### config.mk
export PLATFORM = sky130hd
export DESIGN_NAME = voltage_event_irq_routing
export DESIGN_NICKNAME = d
export VERILOG_FILES = /design/src/pkg/vlm_irq_pkg.sv /design/src/hdl/vid_pin_route.sv /design/src/hdl/voltage_event_irq_routing.sv
export SDC_FILE = /design/constraint.sdc
export NUM_CORES = 1
export LEC_CHECK = 0
export ABC_AREA = 1
export BUFFER_PORTS_ARGS = -buffer_cell sky130_fd_sc_hd__buf_4
export CORE_MARGIN = 5
export CORE_UTILIZATION = 48
export DETAILED_ROUTE_END_ITERATION = 10
export PLACE_DENSITY = 0.76
export SYNTH_ARGS = -nofsm -noshare
export SYNTH_HDL_FRONTEND = slang
export SYNTH_SLANG_ARGS = --single-unit
export TNS_END_PERCENT = 1
### constraint.sdc
create_clock -name ref_clk -period 1.2 [get_ports ref_clk]
set_input_delay 0.18 -clock ref_clk [delete_from_list [all_inputs] [get_ports ref_clk]]
set_output_delay 0.18 -clock ref_clk [all_outputs]
set_load 0.03 [all_outputs]
### src/pkg/vlm_irq_pkg.sv
// Package of constants and carrier types for the voltage event routing registers
//
// Notes on behaviour
// - Bit 7 of low enable register routes standby supply event to interrupt; resets zero.
// - Bits 6..0 of low enable register route analog voltage inputs six..zero; reset zero.
// - High enable bits 5..3 route temperature channels three..one; bits 7..6 read zero.
// - High enable bits 2,1,0 route analog supply, battery and core supply events; reset zero.
// - Voltage-ID bits 7..6 select CPU: 00 first (reset), 01 second, others reserved.
// - Voltage-ID bits 4..0 read live selected CPU inputs; bit 5 reads zero.
// - Pins feeding the voltage-ID value come from a separate route-select register.
// - Status bits read one after a limit or over-temperature event; they feed routing.
package vlm_irq_pkg;

  // Register offsets
  localparam logic [7:0] OFF_STATUS_LO  = 8'h00;
  localparam logic [7:0] OFF_STATUS_HI  = 8'h01;
  localparam logic [7:0] OFF_IRQ_EN_LO  = 8'h04;
  localparam logic [7:0] OFF_IRQ_EN_HI  = 8'h05;
  localparam logic [7:0] OFF_VID        = 8'h06;
  localparam logic [7:0] OFF_VID_ROUTE  = 8'h08;

  // Field positions
  localparam int LO_STANDBY_BIT   = 7;
  localparam int HI_TEMP3_BIT     = 5;
  localparam int HI_TEMP2_BIT     = 4;
  localparam int HI_TEMP1_BIT     = 3;
  localparam int HI_ASUPPLY_BIT   = 2;
  localparam int HI_BATTERY_BIT   = 1;
  localparam int HI_CORE_BIT      = 0;
  localparam int HI_WIDTH         = 6;
  localparam int VID_WIDTH        = 5;
  localparam int VID_SEL_LSB      = 6;
  localparam int VID_RSVD_BIT     = 5;

  // Field codes
  localparam logic [1:0] CPU_SEL_FIRST  = 2'h0;
  localparam logic [1:0] CPU_SEL_SECOND = 2'h1;

  // Reset values
  localparam logic [7:0] RST_IRQ_EN_LO  = 8'h00;
  localparam logic [5:0] RST_IRQ_EN_HI  = 6'h00;
  localparam logic [7:0] RST_STATUS_LO  = 8'h00;
  localparam logic [5:0] RST_STATUS_HI  = 6'h00;
  localparam logic [1:0] RST_CPU_SEL    = 2'h0;
  localparam logic [1:0] RST_ROUTE      = 2'h0;
  localparam logic [7:0] RST_RD_DATA    = 8'h00;

  // Register port request
  typedef struct packed {
    logic [7:0] addr;
    logic [7:0] wrData;
    logic       wrEn;
    logic       rdEn;
  } regReq_t;

  // Event sources from the level monitor, one pulse or level per channel
  typedef struct packed {
    logic [7:0] lo;
    logic [5:0] hi;
  } vlmEvents_t;

  // Candidate voltage-ID pin groups, main and alternate per CPU
  typedef struct packed {
    logic [4:0] cpu0Main;
    logic [4:0] cpu0Alt;
    logic [4:0] cpu1Main;
    logic [4:0] cpu1Alt;
  } vidPins_t;

  // Whole register state of the block
  typedef struct packed {
    logic [7:0] statLo;
    logic [5:0] statHi;
    logic [7:0] enLo;
    logic [5:0] enHi;
    logic [1:0] cpuSel;
    logic [1:0] route;
    logic [7:0] rdData;
  } regState_t;

endpackage : vlm_irq_pkg

### src/hdl/vid_pin_route.sv
// Voltage-ID pin routing and CPU selection
`timescale 1ns/1ps
module vid_pin_route (
  input  vlm_irq_pkg::vidPins_t   pins,
  input  wire logic [1:0]         route,
  input  wire logic [1:0]         cpuSel,
  output logic [4:0]              vid
);

  logic [4:0] cpu0Vid;
  logic [4:0] cpu1Vid;

  // Route bit 0 steers the first CPU, bit 1 the second
  assign cpu0Vid = route[0] ? pins.cpu0Alt : pins.cpu0Main;
  assign cpu1Vid = route[1] ? pins.cpu1Alt : pins.cpu1Main;

  always_comb begin
    unique case (cpuSel)
      vlm_irq_pkg::CPU_SEL_FIRST:  vid = cpu0Vid;
      vlm_irq_pkg::CPU_SEL_SECOND: vid = cpu1Vid;
      // Reserved codes give zero rather than a stale pin group
      default:                     vid = 5'h00;
    endcase
  end

endmodule : vid_pin_route

### src/hdl/voltage_event_irq_routing.sv
// Voltage event status, interrupt routing and voltage-ID readout registers
//
// The strobed register port was left to the implementer.
`timescale 1ns/1ps
module voltage_event_irq_routing (
  input  wire logic                 ref_clk,
  input  wire logic                 rst_n,
  input  wire logic                 ce,
  input  vlm_irq_pkg::regReq_t      req,
  output logic [7:0]                rdData,
  input  vlm_irq_pkg::vlmEvents_t   events,
  input  vlm_irq_pkg::vidPins_t     vidPins,
  output logic                      irq
);

  vlm_irq_pkg::regState_t st_r;
  vlm_irq_pkg::regState_t st_nxt;
  logic [4:0]             liveVid;
  logic [7:0]             readMux;
  logic [7:0]             pendLo;
  logic [5:0]             pendHi;
  logic [7:0]             statHiWide;

  function automatic logic hit(
    input vlm_irq_pkg::regReq_t r,
    input logic [7:0]           off
  );
    hit = (r.addr == off);
  endfunction : hit

  // Set beats clear so an event during the clearing read is kept
  function automatic logic [7:0] stickyNext(
    input logic [7:0] cur,
    input logic [7:0] setBits,
    input logic       clr
  );
    stickyNext = (clr ? 8'h00 : cur) | setBits;
  endfunction : stickyNext

  vid_pin_route routeSel (
    .pins   (vidPins),
    .route  (st_r.route),
    .cpuSel (st_r.cpuSel),
    .vid    (liveVid)
  );

  // Read view of every register
  always_comb begin
    readMux = 8'h00;
    if (hit(req, vlm_irq_pkg::OFF_STATUS_LO)) begin
      readMux = st_r.statLo;
    end else if (hit(req, vlm_irq_pkg::OFF_STATUS_HI)) begin
      readMux = {2'h0, st_r.statHi};
    end else if (hit(req, vlm_irq_pkg::OFF_IRQ_EN_LO)) begin
      readMux = st_r.enLo;
    end else if (hit(req, vlm_irq_pkg::OFF_IRQ_EN_HI)) begin
      // Reserved top bits never stored, so they read zero
      readMux = {2'h0, st_r.enHi};
    end else if (hit(req, vlm_irq_pkg::OFF_VID)) begin
      // Value bits are sampled live, no holding register
      readMux = {st_r.cpuSel, 1'b0, liveVid};
    end else if (hit(req, vlm_irq_pkg::OFF_VID_ROUTE)) begin
      readMux = {6'h00, st_r.route};
    end
  end

  always_comb begin
    st_nxt = st_r;
    // Status bits latch every event; a read of the register clears it
    st_nxt.statLo = stickyNext(st_r.statLo, events.lo,
                               req.rdEn && hit(req, vlm_irq_pkg::OFF_STATUS_LO));
    statHiWide    = stickyNext({2'h0, st_r.statHi}, {2'h0, events.hi},
                               req.rdEn && hit(req, vlm_irq_pkg::OFF_STATUS_HI));
    st_nxt.statHi = statHiWide[5:0];
    // Read data stands only in the cycle after the read strobe
    st_nxt.rdData = req.rdEn ? readMux : 8'h00;
    if (req.wrEn) begin
      if (hit(req, vlm_irq_pkg::OFF_IRQ_EN_LO)) begin
        st_nxt.enLo = req.wrData;
      end
      if (hit(req, vlm_irq_pkg::OFF_IRQ_EN_HI)) begin
        st_nxt.enHi = req.wrData[5:0];
      end
      if (hit(req, vlm_irq_pkg::OFF_VID)) begin
        // Only the select field is writable; reserved codes are stored as written
        st_nxt.cpuSel = req.wrData[7:6];
      end
      if (hit(req, vlm_irq_pkg::OFF_VID_ROUTE)) begin
        st_nxt.route = req.wrData[1:0];
      end
    end
  end

  always_ff @(posedge ref_clk or negedge rst_n) begin
    if (!rst_n) begin
      st_r.statLo <= vlm_irq_pkg::RST_STATUS_LO;
      st_r.statHi <= vlm_irq_pkg::RST_STATUS_HI;
      st_r.enLo   <= vlm_irq_pkg::RST_IRQ_EN_LO;
      st_r.enHi   <= vlm_irq_pkg::RST_IRQ_EN_HI;
      st_r.cpuSel <= vlm_irq_pkg::RST_CPU_SEL;
      st_r.route  <= vlm_irq_pkg::RST_ROUTE;
      st_r.rdData <= vlm_irq_pkg::RST_RD_DATA;
    end else if (ce) begin
      st_r <= st_nxt;
    end
  end

  assign pendLo = st_r.statLo & st_r.enLo;
  assign pendHi = st_r.statHi & st_r.enHi;
  assign irq    = (|pendLo) || (|pendHi);
  assign rdData = st_r.rdData;
endmodule : voltage_event_irq_routing

Word level (Yosys, flattened, before mapping)
Cells that the tools add are included.
{"block": "word_totals", "regBits": 40, "inputBits": 55, "output_inout_bits": 9, "elab_cells": 40}
{"block": "classes", "n_eq_ne": 6, "mux": 12, "bitwise_logic": 4, "reduce_logical": 11}
{"operator": "two-way mux 8 bit", "n": 7}
{"operator": "equality test 8 x 3 -> 1 bit, second input constant", "n": 3}
{"operator": "AND reduction 3 bit", "n": 4}
{"operator": "two-way mux 5 bit", "n": 2}
{"operator": "case mux 5 bit (2 select lines)", "n": 1}
{"operator": "bitwise AND 8 bit", "n": 1}
{"operator": "equality test 8 x 1 -> 1 bit, second input constant", "n": 1}
{"operator": "equality test 8 x 4 -> 1 bit, second input constant", "n": 1}
{"operator": "logical NOT 8 bit", "n": 1}
{"operator": "bitwise OR 8 bit", "n": 1}
{"operator": "OR reduction 8 bit", "n": 1}
{"operator": "bitwise AND 6 bit", "n": 1}
{"operator": "two-way mux 6 bit", "n": 1}
{"operator": "bitwise OR 6 bit", "n": 1}
{"operator": "OR reduction 6 bit", "n": 1}
{"operator": "equality test 2 x 1 -> 1 bit, second input constant", "n": 1}
{"operator": "logical AND 1 bit", "n": 2}
{"operator": "logical NOT 2 bit", "n": 1}
{"operator": "two-way mux 2 bit", "n": 1}
{"operator": "logical OR 1 bit", "n": 1}

Depth between registers and ports, before layout
{"block": "depth", "word_depth": 8, "ltp_mapped": 10}

Modules after synthesis
A second synthesis with hierarchy kept.
{"block": "hier_totals", "hier_cells": 338, "hier_area_um2": 2404.8}
{"module": "voltage_event_irq_routing", "n_inst": 1, "cells_each": 283, "area_per_inst_um2": 2192.1}
{"module": "vid_pin_route", "n_inst": 1, "cells_each": 55, "area_per_inst_um2": 212.7}

Least setup slack after synthesis
Ideal clock, no wire load.
{"block": "synth_timing", "kind": "register to output", "from": "register st_r[23] (netlist name)", "to": "output irq", "arrival_ps": 1032, "t_required_ps": 1020, "path_slack_ps": -12, "path_stages_with_launch": 5, "n_path_buf": 0, "path_cell_list": "dfrtp_1 -> nand2_1 -> nand2_1 -> a221oi_1 -> nand4_1"}
{"block": "synth_between", "elab_chain_cells": 3}
{"element": "from (decl)", "line": "voltage_event_irq_routing.sv:16", "text": "vlm_irq_pkg::regState_t st_r;"}
{"element": "from (signal assigned)", "line": "voltage_event_irq_routing.sv:104", "text": "st_r <= st_nxt;"}
{"element": "bitwise AND 8 bit", "line": "voltage_event_irq_routing.sv:108", "text": "assign pendLo = st_r.statLo & st_r.enLo;"}
{"element": "OR reduction 8 bit", "line": "voltage_event_irq_routing.sv:110", "text": "assign irq = (|pendLo) || (|pendHi);"}
{"element": "logical OR 1 bit", "line": "voltage_event_irq_routing.sv:110"}
{"element": "to (decl)", "line": "voltage_event_irq_routing.sv:13", "text": "output logic irq"}
No other way between the ends.

Final worst setup path
Ends and elaborated chain as after synthesis.

==> run metrics <==
post-detailed-route wirelength per cell roughly 13 um; Slew headroom around two thirds; WL met2 approximately 3300 um; outcome complete, but fails checks; clk_lat worst skew roughly 300 ps; Design Power 3.152 mW; Final setup viols 6; nets 497; WHS ~77 ps; TritonCTS Sinks 40; Peak Freq 672.9 MHz; Placed Instances approximately 500; share of cells above drive strength 1 34.62%; DPL Wire Length 5353 um; max-cap violations 0; Post-Syn Area per Cell 7.126 um^2; Final Cycle Share 123.8%; starting density of the core between 50% and 60%; CP Class reg2out; drt first pass iters 4; WL met1 a little under 3000 um; grt ovf 0; synth unique cells 24; buffers added on ports 63; crit end category output port; Post-Syn Area between 2000 and 2500 um^2; CTS tree yes; sequential area share after synthesis roughly two fifths; die extent in x just over 80 um; RSZ-0062 raised after global routing yes; fillers 408; Hold Path Depth 3; HP Class in2reg; Slew Limit Fails 0; num rows 25; Final min period approximately 1500 ps; syn nets between 300 and 400; drt via density about 5; Clock Skew a little under 10 ps; CP required around 1000 ps; global-route wire length before repair 11170 um; largest cells by area after synthesis dfrtp_1 (41%), nand2_1 (18%), inv_1 (9.0%), o21ai_0 (6.4%), nand3_1 (5.6%); wirelength, routed between 6000 and 7000 um; met3 WL between 400 and 500 um; final worst setup slack -286.2 ps; PD cells 931.6 nW/um^2; # diodes 0; post-route cell area between 3000 and 4000 um^2; failing checks negative setup slack; final non-filler cell total 509; worst r2r path cells 8; Final Hold Viols 0; DRC viols 0; area grow syn2layout 39.24%; H-tree depth 2; vias in the first global route between 2000 and 3000; maximum clock path buffer count 2; die height 81.15 um; top sig layer met4; gr usage total roughly 22%; worst-case vdd ir drop about 480 uV; Yosys reg bits 40; largest net degree at the start of global routing a little over 40; Ys Warns 0; root buffer cell clkbuf_8; Max FO, Critical Path 2; Slew @ Worst Pin between 500 and 600 ps; DIE AREA 6585 um^2; Placed Area between 3000 and 4000 um^2; placer congestion estimate a little under 0.9; I/O pins between 60 and 70; CTS Buf Count 5; leading area contributor after synthesis dfrtp_1; drt initial violations 189; CP startpoint kind flip-flop; clock-pin slew on the worst setup and hold paths 80 ps; core box area 4817 um^2; routed vias 2525; antenna-violating nets left 0; Arr. time, crit path around 1300 ps; Leakage about 1.9 nW; area share of the largest cell type after synthesis 41.19%; initial antenna violation count 0; Post-Synthesis Cells about 340
==> stage by stage <==
| step | utilization, % | TNS, ps | setup WS [ps] |
|---|---|---|---|
| 5_1_grt | 70.23 | -999.4 | -358.2 |
| 2_1_floorplan | - | 0 | 14.85 |
| 3_3_place_gp | 65.95 | -2961 | -202.0 |
| 3_5_place_dp | 65.95 | -4079 | -214.7 |
| 6_report | 70.23 | -398.6 | -286.2 |
| 4_1_cts | 69.71 | -525.0 | -280.7 |
==> cell usage after synthesis, drive strengths merged <==
| cell | number |
|---|---|
| a21oi | 3 |
| a221oi | 2 |
| buf | 14 |
| clkbuf | 1 |
| dfrtp | 40 |
| inv | 61 |
| nand2 | 124 |
| nand3 | 27 |
| nand4 | 4 |
| nor2 | 14 |
| nor3 | 2 |
| o211ai | 1 |
| o21ai | 47 |
| or2 | 1 |
==> layout make-up <==
class	count	area (um^2)	share of cell area, %
Clock inverter	2	60.06	1.775
Inverter	61	229.0	6.768
Tap cell	67	83.83	2.478
Sequential cell	40	1002	29.62
Clock buffer	5	68.82	2.034
Timing Repair Buffer	109	824.5	24.37
Multi-Input combinational cell	225	1115	32.95
==> path summary, 6_finish.rpt <==
| kind | startpoint | to | slack (ps) |
|---|---|---|---|
| hold reg to reg | st_r[15]$_DFFE_PN0P_ | st_r[15]$_DFFE_PN0P_ | 490 |
| max in group asynchronous | rst_n | st_r[9]$_DFFE_PN0P_ | 440 |
| hold / removal | events[2] | st_r[28]$_DFFE_PN0P_ | 80 |
| min in group asynchronous | rst_n | st_r[14]$_DFFE_PN0P_ | 390 |
| setup reg to reg | st_r[11]$_DFFE_PN0P_ | rdData[4]$_DFFE_PN0P_ | -40 |
| setup / recovery | st_r[23]$_DFFE_PN0P_ | irq | -290 |
==> cell usage in the layout (no fill, tap or decap), types with 5 or more instances in the layout <==
cell type	synthesis	layout
o21ai_2	14	14
inv_1	58	55
o21ai_1	2	6
nand3_1	27	27
inv_2	3	6
nor2_1	10	9
nand2_1	117	117
o21ai_0	31	27
clkbuf_8	0	5
buf_4	9	107
dfrtp_1	40	39
==> repair_timing <==
action                                 CTS  global route
gates resized for setup                  7             6
cloned                                   0             0
endpoints found under the hold margin   40             0
hold buffers                             1             0
setup endpoints to repair                6             7
buffers inserted                         4             2
pin swaps                                2             1
==> worst max-delay path, cell delays in order (launching register included) <==
cell and delay [ps]:
dfrtp_1 390, nand2_1 70, nand2_1 60, a221oi_2 180, nand4_1 140, buf_6 160
==> state kept, by name, indices dropped and copies added (netlist names) <==
signal  count
st_r       32
rdData      8
==> layer usage <==
| metal | global-route usage (%) | vias up |
|---|---|---|
| li1 | - | 1252 |
| met1 | 27.20 | 1168 |
| met2 | 37.60 | 86 |
| met3 | 4.767 | 19 |
| met4 | 8.615 | 0 |
| met5 | 0 | - |
==> logic make-up after synthesis <==
kind of cell	after synthesis	synth area share [%]
AOI/OAI and AO/OA	53	13.49
buffers and inverters	76	13.90
DFF	40	41.19
and+or+nand+nor	172	31.41
==> power by group <==
| group | switching, mW | internal [mW] |
|---|---|---|
| registers | 0.0162 | 1.37 |
| logic | 0.237 | 0.242 |
| clock network | 0.471 | 0.819 |
No activity file was read; power rests on OpenSTA's default activity.
